==> src/hw/ctx_pkg.sv <==
// Package of constants and types for the continuous transmission test block
package ctx_pkg;
    localparam int CTX_AW = 6;
    localparam int CTX_DW = 8;
    // Register offsets
    localparam logic [5:0] CTX_A_STATE = 6'h01;
    localparam logic [5:0] CTX_A_CMD = 6'h02;
    localparam logic [5:0] CTX_A_MODE = 6'h0c;
    localparam logic [5:0] CTX_A_MASK = 6'h0e;
    localparam logic [5:0] CTX_A_FLAGS = 6'h0f;
    localparam logic [5:0] CTX_A_EN2 = 6'h1c;
    localparam logic [5:0] CTX_A_EN1 = 6'h36;
    // Reset values
    localparam logic [7:0] CTX_R_MODE = 8'h24;
    localparam logic [7:0] CTX_R_EN2 = 8'h07;
    localparam logic [7:0] CTX_R_ZERO = 8'h00;
    // Command and state codes of the state command field
    localparam logic [7:0] CTX_C_TX_START = 8'h02;
    localparam logic [7:0] CTX_C_FORCE_OFF = 8'h03;
    localparam logic [7:0] CTX_C_PLL_ON = 8'h09;
    localparam logic [7:0] CTX_S_OFF = 8'h08;
    localparam logic [7:0] CTX_S_PLL = 8'h09;
    localparam logic [7:0] CTX_S_BUSY_TX = 8'h02;
    // Unlock key values
    localparam logic [7:0] CTX_K_ONE = 8'h0f;
    localparam logic [7:0] CTX_K_TWO = 8'h54;
    localparam logic [7:0] CTX_K_THREE = 8'h46;
    localparam logic [7:0] CTX_K_OFF = 8'h00;
    // Mode select codes
    localparam logic [7:0] CTX_M_BPSK20 = 8'h00;
    localparam logic [7:0] CTX_M_BPSK40 = 8'h04;
    localparam logic [7:0] CTX_M_OQ100 = 8'h08;
    localparam logic [7:0] CTX_M_OQSIN250 = 8'h0c;
    localparam logic [7:0] CTX_M_OQRC250 = 8'h1c;
    localparam logic [7:0] CTX_M_CW_NARROW = 8'h0a;
    localparam logic [7:0] CTX_M_CW_WIDE = 8'h0e;
    // Modulation codes driven to the modulator
    localparam logic [2:0] CTX_MOD_BPSK20 = 3'h0;
    localparam logic [2:0] CTX_MOD_BPSK40 = 3'h1;
    localparam logic [2:0] CTX_MOD_OQ100 = 3'h2;
    localparam logic [2:0] CTX_MOD_OQSIN250 = 3'h3;
    localparam logic [2:0] CTX_MOD_OQRC250 = 3'h4;
    localparam logic [2:0] CTX_MOD_OQ400 = 3'h5;
    localparam logic [2:0] CTX_MOD_OQ1000 = 3'h6;
    // Header and field limits
    localparam logic [6:0] CTX_PHR_MIN = 7'h01;
    localparam int CTX_LOCK_BIT = 0;
    localparam int CTX_UPPER_BIT = 7;
    localparam logic [1:0] CTX_HDR_LAST = 2'h1;

    typedef enum logic [1:0] {CTX_TS_OFF, CTX_TS_PLL, CTX_TS_TX} ctx_trx_t;
    typedef enum logic [1:0] {CTX_PH_IDLE, CTX_PH_HDR, CTX_PH_DATA} ctx_ph_t;
endpackage

==> src/hw/ctx_mode_dec.sv <==
// Decoder of the test mode select code into modulation and carrier settings
`timescale 1ns/1ps
module ctx_mode_dec
    import ctx_pkg::*;
(
    input wire logic [7:0] mode_code,
    output logic mode_ok,
    output logic mode_cw,
    output logic cw_wide,
    output logic [2:0] mod_sel
);
    // Unknown codes are refused so transmission can never start on them
    always_comb begin
        mode_ok = 1'b1;
        mode_cw = 1'b0;
        cw_wide = 1'b0;
        mod_sel = CTX_MOD_BPSK20;
        if (mode_code == CTX_M_BPSK20) begin
            mod_sel = CTX_MOD_BPSK20;
        end else if (mode_code == CTX_M_BPSK40) begin
            mod_sel = CTX_MOD_BPSK40;
        end else if (mode_code == CTX_M_OQ100) begin
            mod_sel = CTX_MOD_OQ100;
        end else if (mode_code == CTX_M_OQSIN250) begin
            mod_sel = CTX_MOD_OQSIN250;
        end else if (mode_code == CTX_M_OQRC250) begin
            mod_sel = CTX_MOD_OQRC250;
        end else if (mode_code == CTX_M_CW_NARROW) begin
            mode_cw = 1'b1; // 0.1 MHz tone via the 400 kbit/s setting
            mod_sel = CTX_MOD_OQ400;
        end else if (mode_code == CTX_M_CW_WIDE) begin
            mode_cw = 1'b1; // 0.25 MHz tone via the 1000 kbit/s setting
            cw_wide = 1'b1;
            mod_sel = CTX_MOD_OQ1000;
        end else begin
            mode_ok = 1'b0; // No centre-frequency carrier code exists
        end
    end
endmodule

==> src/hw/ctx_frame_buf.sv <==
// Frame buffer holding the header byte and payload for repetition
`timescale 1ns/1ps
module ctx_frame_buf
    import ctx_pkg::*;
#(
    parameter int DEPTH = 128,
    parameter int IW = 7
)
(
    input wire logic clk,
    input wire logic sys_rst,
    input wire logic wr_en,
    input wire logic wr_first,
    input wire logic [7:0] wr_data,
    input wire logic [IW-1:0] rd_addr,
    output logic [7:0] rd_data,
    output logic [7:0] phr,
    output logic [7:0] first_payload
);
    typedef struct packed {
        logic [IW-1:0] wptr;
        logic [7:0] phr;
    } ctx_fb_st_t;

    ctx_fb_st_t st_reg;
    ctx_fb_st_t st_next;
    logic [7:0] mem [DEPTH];
    logic [IW-1:0] waddr;

    // First byte of a burst always lands at index zero as the header
    always_comb begin
        st_next = st_reg;
        waddr = wr_first ? '0 : st_reg.wptr;
        if (wr_en) begin
            st_next.wptr = IW'(waddr + 1'b1);
            if (wr_first) begin
                st_next.phr = wr_data;
            end
        end
    end

    always_ff @(posedge clk) begin
        if (sys_rst) begin
            st_reg <= '0;
        end else begin
            st_reg <= st_next;
        end
    end

    // Storage holds no reset; only written entries are ever read back
    always_ff @(posedge clk) begin
        if (wr_en) begin
            mem[waddr] <= wr_data;
        end
    end

    assign rd_data = mem[rd_addr];
    assign first_payload = mem[1];
    assign phr = st_reg.phr;
endmodule

==> src/hw/ctx_top.sv <==
// Continuous transmission test mode controller with its register port
`timescale 1ns/1ps
module ctx_top
    import ctx_pkg::*;
#(
    parameter int FB_DEPTH = 128,
    parameter int FB_IW = 7
)
(
    input wire logic clk,
    input wire logic sys_rst,
    input wire logic reg_wr,
    input wire logic reg_rd,
    input wire logic [CTX_AW-1:0] reg_addr,
    input wire logic [CTX_DW-1:0] reg_wdata,
    output logic [CTX_DW-1:0] reg_rdata,
    input wire logic fb_wr,
    input wire logic fb_first,
    input wire logic [7:0] fb_wdata,
    input wire logic pll_lock,
    output logic pll_enable,
    output logic test_active,
    output logic tx_active,
    output logic tx_cw,
    output logic tx_cw_wide,
    output logic tx_cw_upper,
    output logic [2:0] tx_mod_sel,
    output logic tx_valid,
    input wire logic tx_ready,
    output logic tx_hdr,
    output logic [7:0] tx_data
);
    // Host-side view of the block:
    //   - Reads are registered and answer one cycle after the strobe; unmapped reads give zero.
    //   - Writes land on the strobe edge; the readback and flag registers drop them.
    //   - The lock flag is armed by mask bit zero and only while the synthesizer comes up.
    //   - Reading the flag register clears it, but a lock edge in that same cycle still sets it.
    //   - Lock input is edge detected, so a lock that simply stays high raises the flag once.
    //   - Unlock takes three keys in order; a stray value on the second enable restarts it.
    //   - Writes to the first enable register also restart the unlock sequence.
    //   - Writing zero to the second enable leaves test mode; a running stream stops at once.
    // Command register:
    //   - Every written command is stored for readback, taken or not.
    //   - Force-off works from any state and stops the stream at once.
    //   - Synthesizer-on is taken only from off.
    //   - Start is refused unless locked, unlocked, the mode code known and the length valid.
    // Stream side:
    //   - Two header beats carry the length byte; payload bytes follow in order.
    //   - Frame buffer index zero holds the header byte; payload byte n sits at index n plus one.
    //   - After the last payload byte the index wraps to payload byte zero, so the payload repeats with no end count.
    //   - A beat stands until the modulator takes it; a slow modulator only stretches the frame.
    //   - Mode, tone side and length are frozen at start; later mode writes wait for a restart.
    //   - Frame buffer writes are ignored while beats flow, so the frame cannot tear mid-run.
    // Tones:
    //   - The narrow carrier uses the 400 kbit/s setting, the wide one the 1000 kbit/s setting.
    //   - Bit seven of payload byte zero picks the upper or lower side of the channel centre.
    //   - No code places the carrier on the channel centre itself.
    // Reset: the mode register and second enable come up at their power-on codes.
    // Limitation: leaving test mode keeps the old frame in the buffer until it is overwritten.
    typedef struct packed {
        ctx_trx_t trx;
        ctx_ph_t ph;
        logic [7:0] cmd;
        logic [7:0] mode;
        logic [7:0] mask;
        logic [7:0] flags;
        logic [7:0] en1;
        logic [7:0] en2;
        logic stage;
        logic test_on;
        logic [6:0] len;
        logic [FB_IW-1:0] idx;
        logic [1:0] hdr_cnt;
        logic [7:0] data;
        logic hdr;
        logic cw;
        logic cw_wide;
        logic cw_upper;
        logic [2:0] mod_sel;
        logic lock_d;
        logic [7:0] rdata;
    } ctx_st_t;

    ctx_st_t st_reg;
    ctx_st_t st_next;
    // Hookups to the mode decoder and the frame buffer
    logic mode_ok;
    logic mode_cw;
    logic cw_wide;
    logic [2:0] mod_sel;
    logic [FB_IW-1:0] rd_addr;
    logic [7:0] rd_data;
    logic [7:0] phr;
    logic [7:0] first_payload;

    // Mode decoder works on the stored code; start samples its answer
    ctx_mode_dec u_dec (
        .mode_code(st_reg.mode),
        .mode_ok(mode_ok),
        .mode_cw(mode_cw),
        .cw_wide(cw_wide),
        .mod_sel(mod_sel)
    );

    // Frame buffer writes are gated off while the stream phase is busy
    ctx_frame_buf #(
        .DEPTH(FB_DEPTH),
        .IW(FB_IW)
    ) u_fb (
        .clk(clk),
        .sys_rst(sys_rst),
        .wr_en(fb_wr && (st_reg.ph == CTX_PH_IDLE)),
        .wr_first(fb_first),
        .wr_data(fb_wdata),
        .rd_addr(rd_addr),
        .rd_data(rd_data),
        .phr(phr),
        .first_payload(first_payload)
    );

    // Register decode, state machine and beat sequencing in one pass
    always_comb begin
        logic wr_hit;
        logic lock_rise;
        logic start_ok;
        logic [FB_IW-1:0] nidx;
        logic hdr_ok;
        logic arm_ok;
        logic beat_ok;
        wr_hit = 1'b0;
        hdr_ok = 1'b0;
        arm_ok = 1'b0;
        beat_ok = 1'b0;
        lock_rise = 1'b0;
        start_ok = 1'b0;
        nidx = '0;
        st_next = st_reg;
        rd_addr = FB_IW'(1);
        lock_rise = pll_lock && !st_reg.lock_d;
        st_next.lock_d = pll_lock;
        wr_hit = reg_wr;

        // Read data is registered so it is stable through the access
        if (reg_rd) begin
            if (reg_addr == CTX_A_STATE) begin
                case (st_reg.trx)
                    CTX_TS_TX: begin
                        st_next.rdata = CTX_S_BUSY_TX;
                    end
                    CTX_TS_PLL: begin
                        st_next.rdata = CTX_S_PLL;
                    end
                    default: begin
                        st_next.rdata = CTX_S_OFF;
                    end
                endcase
            end else if (reg_addr == CTX_A_CMD) begin
                st_next.rdata = st_reg.cmd;
            end else if (reg_addr == CTX_A_MODE) begin
                st_next.rdata = st_reg.mode;
            end else if (reg_addr == CTX_A_MASK) begin
                st_next.rdata = st_reg.mask;
            end else if (reg_addr == CTX_A_FLAGS) begin
                st_next.rdata = st_reg.flags;
                st_next.flags = CTX_R_ZERO; // Clear on read; a new lock below still wins
            end else if (reg_addr == CTX_A_EN2) begin
                st_next.rdata = st_reg.en2;
            end else if (reg_addr == CTX_A_EN1) begin
                st_next.rdata = st_reg.en1;
            end else begin
                st_next.rdata = CTX_R_ZERO;
            end
        end

        // Lock flag is latched only while the synthesizer is being brought up
        if (lock_rise && (st_reg.trx == CTX_TS_PLL) && st_reg.mask[CTX_LOCK_BIT]) begin
            st_next.flags[CTX_LOCK_BIT] = 1'b1;
        end

        // Register writes; read-only and unmapped addresses fall through untouched
        if (wr_hit) begin
            if (reg_addr == CTX_A_MODE) begin
                st_next.mode = reg_wdata;
            end else if (reg_addr == CTX_A_MASK) begin
                st_next.mask = reg_wdata;
            end else if (reg_addr == CTX_A_EN1) begin
                st_next.en1 = reg_wdata;
                st_next.stage = 1'b0;
            end else if (reg_addr == CTX_A_EN2) begin
                st_next.en2 = reg_wdata;
                // Key sequence: first key must stand in the other register
                if (reg_wdata == CTX_K_OFF) begin
                    st_next.test_on = 1'b0;
                    st_next.stage = 1'b0;
                    st_next.ph = CTX_PH_IDLE; // Disable stops output
                    if (st_reg.trx == CTX_TS_TX) begin
                        st_next.trx = CTX_TS_PLL;
                    end
                end else if ((reg_wdata == CTX_K_TWO) && (st_reg.en1 == CTX_K_ONE)) begin
                    st_next.stage = 1'b1;
                end else if ((reg_wdata == CTX_K_THREE) && st_reg.stage) begin
                    st_next.test_on = 1'b1;
                    st_next.stage = 1'b0;
                end else begin
                    st_next.stage = 1'b0;
                end
            end else if (reg_addr == CTX_A_CMD) begin
                st_next.cmd = reg_wdata;
                if (reg_wdata == CTX_C_FORCE_OFF) begin
                    st_next.trx = CTX_TS_OFF;
                    st_next.ph = CTX_PH_IDLE;
                end else if ((reg_wdata == CTX_C_PLL_ON) && (st_reg.trx == CTX_TS_OFF)) begin
                    st_next.trx = CTX_TS_PLL;
                end else if (reg_wdata == CTX_C_TX_START) begin
                    // Header must give a length of at least one with the top bit clear
                    hdr_ok = (phr[6:0] >= CTX_PHR_MIN) && !phr[7];
                    // Synthesizer locked and the unlock keys all taken
                    arm_ok = (st_reg.trx == CTX_TS_PLL) && pll_lock && st_reg.test_on;
                    start_ok = arm_ok && hdr_ok && mode_ok;
                end
            end
        end

        // Start latches mode, length and tone side for the whole run
        if (start_ok) begin
            st_next.trx = CTX_TS_TX;
            st_next.ph = CTX_PH_HDR;
            st_next.hdr_cnt = '0;
            st_next.hdr = 1'b1;
            st_next.data = phr;
            st_next.len = phr[6:0];
            st_next.idx = '0;
            st_next.cw = mode_cw;
            st_next.cw_wide = cw_wide;
            st_next.mod_sel = mod_sel;
            st_next.cw_upper = first_payload[CTX_UPPER_BIT];
        end

        // A disable or forced off in this cycle outranks the beat accepted with it
        beat_ok = tx_valid && tx_ready && (st_next.ph != CTX_PH_IDLE);

        // Two header beats, then payload wraps with no end count
        if (beat_ok) begin
            case (st_reg.ph)
                CTX_PH_HDR: begin
                    st_next.hdr_cnt = 2'(st_reg.hdr_cnt + 1'b1);
                    if (st_reg.hdr_cnt == CTX_HDR_LAST) begin
                        // Second header beat hands over to payload byte zero
                        st_next.ph = CTX_PH_DATA;
                        st_next.hdr = 1'b0;
                        st_next.idx = '0;
                        rd_addr = FB_IW'(1);
                        st_next.data = rd_data;
                    end
                end
                CTX_PH_DATA: begin
                    // Index counts payload bytes; the buffer holds them one slot up
                    nidx = FB_IW'(st_reg.idx + 1'b1);
                    if (nidx == FB_IW'(st_reg.len)) begin
                        nidx = '0; // Wrap, never stop
                    end
                    st_next.idx = nidx;
                    rd_addr = FB_IW'(nidx + 1'b1);
                    st_next.data = rd_data;
                end
                default: begin
                    st_next.ph = st_reg.ph;
                end
            endcase
        end
    end

    // Reset restores the mode and second enable registers to their power-on codes;
    // all other state, the stream phase included, clears to zero
    always_ff @(posedge clk) begin
        if (sys_rst) begin
            st_reg <= '0;
            st_reg.trx <= CTX_TS_OFF;
            st_reg.ph <= CTX_PH_IDLE;
            st_reg.mode <= CTX_R_MODE;
            st_reg.en2 <= CTX_R_EN2;
        end else begin
            st_reg <= st_next;
        end
    end

    // Register side and synthesizer request, straight from the state register
    assign reg_rdata = st_reg.rdata;
    assign pll_enable = (st_reg.trx != CTX_TS_OFF);
    assign test_active = st_reg.test_on;

    // Run settings, frozen at start and held for the whole run
    assign tx_active = (st_reg.trx == CTX_TS_TX);
    assign tx_cw = st_reg.cw;
    assign tx_cw_wide = st_reg.cw_wide;
    assign tx_cw_upper = st_reg.cw_upper;
    assign tx_mod_sel = st_reg.mod_sel;

    // Stream beat: valid follows the phase, data and header mark are registered
    assign tx_valid = (st_reg.ph != CTX_PH_IDLE);
    assign tx_hdr = st_reg.hdr;
    assign tx_data = st_reg.data;
endmodule

==> config.mk <==
export PLATFORM = sky130hd
export DESIGN_NAME = ctx_top
export DESIGN_NICKNAME = d
export VERILOG_FILES = /design/src/hw/ctx_pkg.sv /design/src/hw/ctx_mode_dec.sv /design/src/hw/ctx_frame_buf.sv /design/src/hw/ctx_top.sv
export SDC_FILE = /design/constraint.sdc
export NUM_CORES = 2
export LEC_CHECK = 0
export ABC_AREA = 1
export BUFFER_PORTS_ARGS = -buffer_cell sky130_fd_sc_hd__buf_2
export CAP_MARGIN = 5
export CORE_ASPECT_RATIO = 0.6
export CORE_MARGIN = 2
export CORE_UTILIZATION = 35
export CTS_CLUSTER_SIZE = 30
export DETAILED_ROUTE_END_ITERATION = 16
export MAX_ROUTING_LAYER = met4
export SKIP_CTS_REPAIR_TIMING = 1
export SYNTH_ARGS = -nofsm -noshare
export SYNTH_HDL_FRONTEND = slang
export SYNTH_HIERARCHICAL = 1
export SYNTH_SLANG_ARGS = --single-unit
==> constraint.sdc <==
create_clock -name clk -period 3.1 [get_ports clk]
set_clock_uncertainty 0.05 [all_clocks]
set_input_delay 0.62 -clock clk [delete_from_list [all_inputs] [get_ports clk]]
set_output_delay 0.62 -clock clk [all_outputs]
set_load 0.02 [all_outputs]
Yosys cells after proc, flatten, opt, wreduce, memory -nomap -nowiden
Memory sizes are Yosys's and may differ from the RTL's.
Index checks and enable logic that the tools add are counted.
Storage, ports and cells
  register bits after elaboration: 102
  RAM bits: 1024
  bits of input ports: 30
  output and inout port bits: 27
  word-level logic and storage cells: 206
  memories: 1
Operators by class
  $add $sub $neg: 4
  order comparisons: 1
  equal/unequal tests: 38
  mux-type cells: 90
  bitwise logic cells: 4
  reduce and logical (&&, ||, !) cells: 44
Memory list
  u_fb.mem: words 128, width 8, read ports 2, clocked after Yosys merged registers in 0, wr ports 1, RTL line ctx_frame_buf.sv:27  | logic [7:0] mem [DEPTH];
Operators with widths (number)
  $mux W8: 11
  $mux W7: 7
  $eq A8 B4 Y1 const B: 6
  $mux W12: 4
  $mux W1: 41
  $mux W28: 1
  $mux W24: 1
  $add A7 B1 Y7 const B: 3
  $mux W3: 7
  $eq A6 B4 Y1 const B: 3
  $mux W18: 1
  $mux W2: 9
  $reduce_bool A2 Y1: 9
  $eq A8 B2 Y1 const B: 2
  $eq A8 B7 Y1 const B: 2
  $logic_not A8 Y1: 2
  $pmux W8 S2: 1
  $reduce_and A8 Y1: 2
  $logic_and A1 B1 Y1: 14
  $pmux W7 S2: 1
  $mux W4: 3
  $reduce_and A6 Y1: 2
  $ne A2 B1 Y1 const B: 5
  $ne A2 B2 Y1 const B: 5
  27 further kinds: 39

Logic depth before layout (Yosys ltp)
An unclocked memory read counts as a cell.
  depth in word-level cells: 29
  gate-level depth with buffers: 33
  depth with buffers taken out: 28

Hierarchy
Netlist, hierarchy kept.
Modules (own cells, without submodules)
  ctx_frame_buf: times used 1, cells an instance 3648, area each 42695.9 um^2, sequential area each 31049.8 um^2
  ctx_top: times used 1, cells an instance 676, area each 4624.4 um^2, sequential area each 1741.7 um^2
  ctx_mode_dec: times used 1, cells an instance 35, area each 156.4 um^2, sequential area each 0.0 um^2

Least setup slack after synthesis
OpenSTA, ideal clock, no wires.
  path kind: register to register
  start: register st_reg[26] in the netlist's numbering
  end: register st_reg, in the netlist tx_data[3]
  setup time: 0.070 ns
  arrival time: 3.208 ns
  required time: 2.980 ns
  path slack: -0.228 ns
  stages on the path, launching flop included: 26
  path buffers: 2
  clock period less this slack: 3.328 ns
  cells stage by stage: dfxtp_1 ha_1 nand3_1 nor2_1 nand3_1 nand2_1 nand2_1 nand2_1 nand3_2 nand2_1 inv_1 ha_1 xor2_1 nor3_1 clkbuf_1 clkbuf_1 nand3_1 nand3_1 nand2_1 nand2_1 nand3_1 nand2_1 nand2_1 nand2_1 nand4_1 a21oi_1
Between the ends
  cells in the longest elaborated chain, start to end: 12
RTL lines
  from (decl): RTL line ctx_top.sv:84  | ctx_st_t st_reg;
  from (signal assigned): RTL line ctx_top.sv:283  | st_reg <= st_next;
  $add A7 B1 Y7 (*): RTL line ctx_top.sv:258  | nidx = FB_IW'(st_reg.idx + 1'b1);
  $eq A7 B7 Y1: RTL line ctx_top.sv:259  | if (nidx == FB_IW'(st_reg.len)) begin
  $mux W7 (*): RTL line ctx_top.sv:259
  $mux W7 (*): RTL line ctx_top.sv:244  | case (st_reg.ph)
  $mux W7 (*): RTL line ctx_top.sv:243  | if (beat_ok) begin
  $add A7 B1 Y7 (*): RTL line ctx_top.sv:263  | rd_addr = FB_IW'(nidx + 1'b1);
  $mux W7 (*)
  $mux W7 (*): RTL line ctx_top.sv:243
  net rd_addr[2]: RTL line ctx_top.sv:91  | logic [FB_IW-1:0] rd_addr;
  $mem_v2 Z128 W8 (*)
  net rd_data[3]: RTL line ctx_top.sv:92  | logic [7:0] rd_data;
  $mux W9: RTL line ctx_top.sv:247  | if (st_reg.hdr_cnt == CTX_HDR_LAST) begin
  $pmux W8 S2 (*): RTL line ctx_top.sv:244
  $mux W18 (*): RTL line ctx_top.sv:243
Mark *: on every way through the listed nets, which the timed path passes. The rest lies on a longest branch. The select of a mux whose other input is x is not followed.
A chain may end at the register's enable or synchronous reset.

Worst setup path in the final report
  start: register st_reg[80] in the netlist's numbering
  end: register st_reg, in the netlist tx_data[5]
Between the ends
  cells in the longest elaborated chain, start to end: 26
  elaborated cells on any way between the ends: 33
  those cells by class: eq/ne: 6; mux: 22; reduce/logical: 4; memory: 1
RTL lines
  $eq A8 B4 Y1: RTL line ctx_mode_dec.sv:31  | end else if (mode_code == CTX_M_CW_WIDE) begin
  $mux W1: RTL line ctx_mode_dec.sv:31
  $mux W1: RTL line ctx_mode_dec.sv:28  | end else if (mode_code == CTX_M_CW_NARROW) begin
  $mux W1: RTL line ctx_mode_dec.sv:26  | end else if (mode_code == CTX_M_OQRC250) begin
  $mux W1: RTL line ctx_mode_dec.sv:24  | end else if (mode_code == CTX_M_OQSIN250) begin
  $mux W1: RTL line ctx_mode_dec.sv:22  | end else if (mode_code == CTX_M_OQ100) begin
  $mux W1: RTL line ctx_mode_dec.sv:20  | end else if (mode_code == CTX_M_BPSK40) begin
  $mux W1 (*): RTL line ctx_mode_dec.sv:18  | if (mode_code == CTX_M_BPSK20) begin
  net mode_ok: RTL line ctx_top.sv:87  | logic mode_ok;
  [... 12 more ...]
  $logic_and A1 B1 Y1 (*): RTL line ctx_top.sv:240  | beat_ok = tx_valid && tx_ready && (st_next.ph != CTX_PH_IDLE);
  $mux W7 (*): RTL line ctx_top.sv:243
  net rd_addr[2]: RTL line ctx_top.sv:91
  $mem_v2 Z128 W8 (*)
  net rd_data[5]: RTL line ctx_top.sv:92
  $mux W9: RTL line ctx_top.sv:247
  $pmux W8 S2 (*): RTL line ctx_top.sv:244
  $mux W18 (*): RTL line ctx_top.sv:243
Mark *: on every way through the listed nets, which the timed path passes. The rest lies on a longest branch.

==> results.md <==
* Routed len/inst at 22.4 um
* I/O pins at 57
* Peak VDD IR at 450 uV
* Sink Count at between 1000 and 1500
* Finish-stage setup viols at 8
* Fraction of registers with async set/reset at 0
* Status: finished, violations left
* Detailed Routing Iterations Pass 1 at 6
* Worst Path Class, Setup: reg -> reg
* MaxCap Viol Count at 0
* Syn Area/Cell at 10.9 sq um
* Initial DRC Count at slightly above 5000
* Die area at 139000 sq um
* Fmax at 265 MHz
* Period minus WS final at 3.77 ns
* Tightest Hold Check Type: in -> reg
* GRT Overall Usage at 0.212
* Synth area leader: edfxtp_1
* Seq/Total Area, Yosys at 0.691
* Post-route setup slack at -0.669 ns
* Sw power at 6.27 mW
* #FFs+latches synth at 1126
* TritonCTS clock tree: built
* Synth top area cells: edfxtp_1 (65%), nand2_1 (11%), nand3_1 (10%), dfxtp_1 (4.3%), nor2_1 (1.7%)
* Final Hold Fails at 0
* ANT nets after route at 0
* Area grow syn2layout at 21.5%
* PD cells at between 500 and 600 nW/um^2
* CP bufs+invs at 7
* Placed cells at roughly 6400
* Sequential power share at 0.554
* Port buffer count at 56
* Number of synthesized flops with an enable pin at 1024
* Placer Congestion at 0.974
* Combinational share of power at 0.021
* Crit. End Element: flop
* Cell-internal power at 23.6 mW
* Crit path required time at 3.63 ns
* Failing checks: setup timing
* Clock tree root buffer cell: clkbuf_16
* Crit path largest cell delay at 0.33 ns
* Htree depth at 3
* Mapped Cells at 4359
* Crit path top cell by count: nand2_1
* Height of the die at around 290 um
* Max FFs per register at a little over 1000
* Cell family with most CP delay: simple AND/OR/NAND/NOR gates
* Worst Tran Pin Value at 0.853 ns
* Synth Warn # at 6
* Final WL at 149000 um
* Initial Util at 0.353
* Core Box Area at 134000 sq um
* Syn Std Cell Area at 47500 sq um
* Rel. slew slack at 0.431
* Switching part of the total at 0.210
* RSZ-0062 raised after global routing: true
* TritonCTS buffer count at 101
* Period utilization at 1.22
* Non-filler cells, final at 6653
* Post-DP HPWL at 95500 um
* Distinct cells, synth at 45
* Initial antenna violation count at 6
* Slew Viols, Final at 0
* Leakage power at 21.4 nW
* DRC viols at 0
* First-pass GRT wire length at 214000 um
* Routed via count at between 30000 and 40000
* Tot Pwr at 29.9 mW
* Final nets at between 4000 and 5000
* Synth Flop Type: edfxtp_1
* Cell area after layout at 57700 sq um
* # rows at 104
* Worst hold slack at 0.226 ns
* Area after DPL at 53000 sq um
* Clk slew on worst S/H paths at 0.07 ns
* Setup crit start kind: flop
* Largest net degree at the start of global routing at 58
* Clk Latency, worst-skew pair at between 0.7 and 0.8 ns
* Die W at 479 um
* Vias in the first global route at roughly 32000
* CP max stage cell: dfxtp_2
* Vias per cell at ~5.3
* Critical Path AT at 4.30 ns
* Syn_nets at 4396
* Remaining Overflow, GRT at 0
* Layout cells sized above 1 at 0.188
* Clk pwr share at 0.426
* Top cell type's share of synthesized area at 0.648
* Max clock buf depth at 3
* Largest fanout on the critical path at 14
[placed cells by master, fill, tap and decap left out, types with 6 or more instances in the layout]
cell type	instances
nand2_1	1364
edfxtp_1	1024
nand3_1	905
buf_4	418
nor2_1	199
clkbuf_16	115
dfxtp_1	93
inv_1	92
a21oi_1	85
buf_12	74
nand3_2	73
o21ai_0	48
buf_2	48
nand4_1	32
nand2_2	27
buf_6	21
clkbuf_1	20
clkinv_1	18
clkinv_2	18
nor3_1	14
o211ai_1	13
nor2_2	12
inv_2	10
nor2_4	10
buf_16	10
dfxtp_2	9
bufinv_16	8
nand3_4	8
nand2_4	7
clkbuf_8	7
diode_2	6
[metal layers]
layer | vias to the layer above | global-route usage | wire (um) | share of wire
li1 | 16034 | - | - | -
met1 | 17278 | 0.323 | 68500 | 0.46
met2 | 1855 | 0.269 | 58600 | 0.39
met3 | 194 | 0.0622 | 18800 | 0.13
met4 | 0 | 0.0489 | 2870 | 0.019
met5 | - | - | 0 | 0
[through the flow]
stage	utilization	setup TNS, ns	setup WS, ns
after floorplan	-	-0.553	-0.0757
after global placement	0.395	-7.34	-1.05
after detailed placement	0.395	-7.64	-1.04
after CTS	0.419	-7.81	-1.06
after global routing	0.429	-6.76	-0.874
final	0.429	-5.06	-0.669
[cells in the mapped netlist (6+ instances only)]
cell and count:
nor2_2 6, ha_1 7, buf_4 34, nor2_1 210, buf_1 16, inv_1 93, inv_2 11, dfxtp_1 102
o21ai_0 48, nand3_1 984, o211ai_1 13, nand4_1 32, buf_6 52, nand2_1 1395, clkbuf_1 51, a21oi_1 86
edfxtp_1 1024, buf_2 132, nor3_1 15
[tightest hold or removal path: stages]
cell	delay [ns]
buf_2	0.15
nand2_1	0.11
a21oi_1	0.07
[logic make-up (layout without fill, tap and decap cells)]
group,after synthesis,count (layout),share of synthesized area
compound gates,165,165,0.0191
xor+xnor,1,1,0.000185
fa+ha+maj,7,7,0.00184
buf+inv,395,881,0.0460
flops,1126,1126,0.691
other cells,0,6,0
simple gates,2665,2665,0.242
[power by group through the flow]
stage          Combinational, mW  Sequential (mW)  Clock, mW
3_3_place_gp               0.606             16.9          0
6_report                   0.624             16.6       12.7
5_1_grt                    0.657             16.6       13.5
3_5_place_dp               0.610             16.9          0
4_1_cts                    0.610             16.6       12.9
2_1_floorplan              0.126             16.9          0
[worst paths after layout]
path                 from           end  slack, ns  cells past startpoint
min                reg_rd  reg_rdata[0]       0.23                      3
max reg2reg    st_reg[80]    tx_data[5]      -0.67                     30
max            st_reg[80]    tx_data[5]      -0.67                     30
min reg2reg  reg_rdata[4]  reg_rdata[4]       0.41                      2
[cell type report]
type / instances / area (sq um)
tap: 1802 / 2250
sequential: 1126 / 32800
clock buffer: 132 / 2760
multi-input combinational: 2838 / 13200
fill: 12447 / 76700
inverter: 109 / 465
antenna: 6 / 15.0
timing repair buffer: 586 / 5720
clock inverter: 54 / 513
Power figures use the tool's default switching activity.
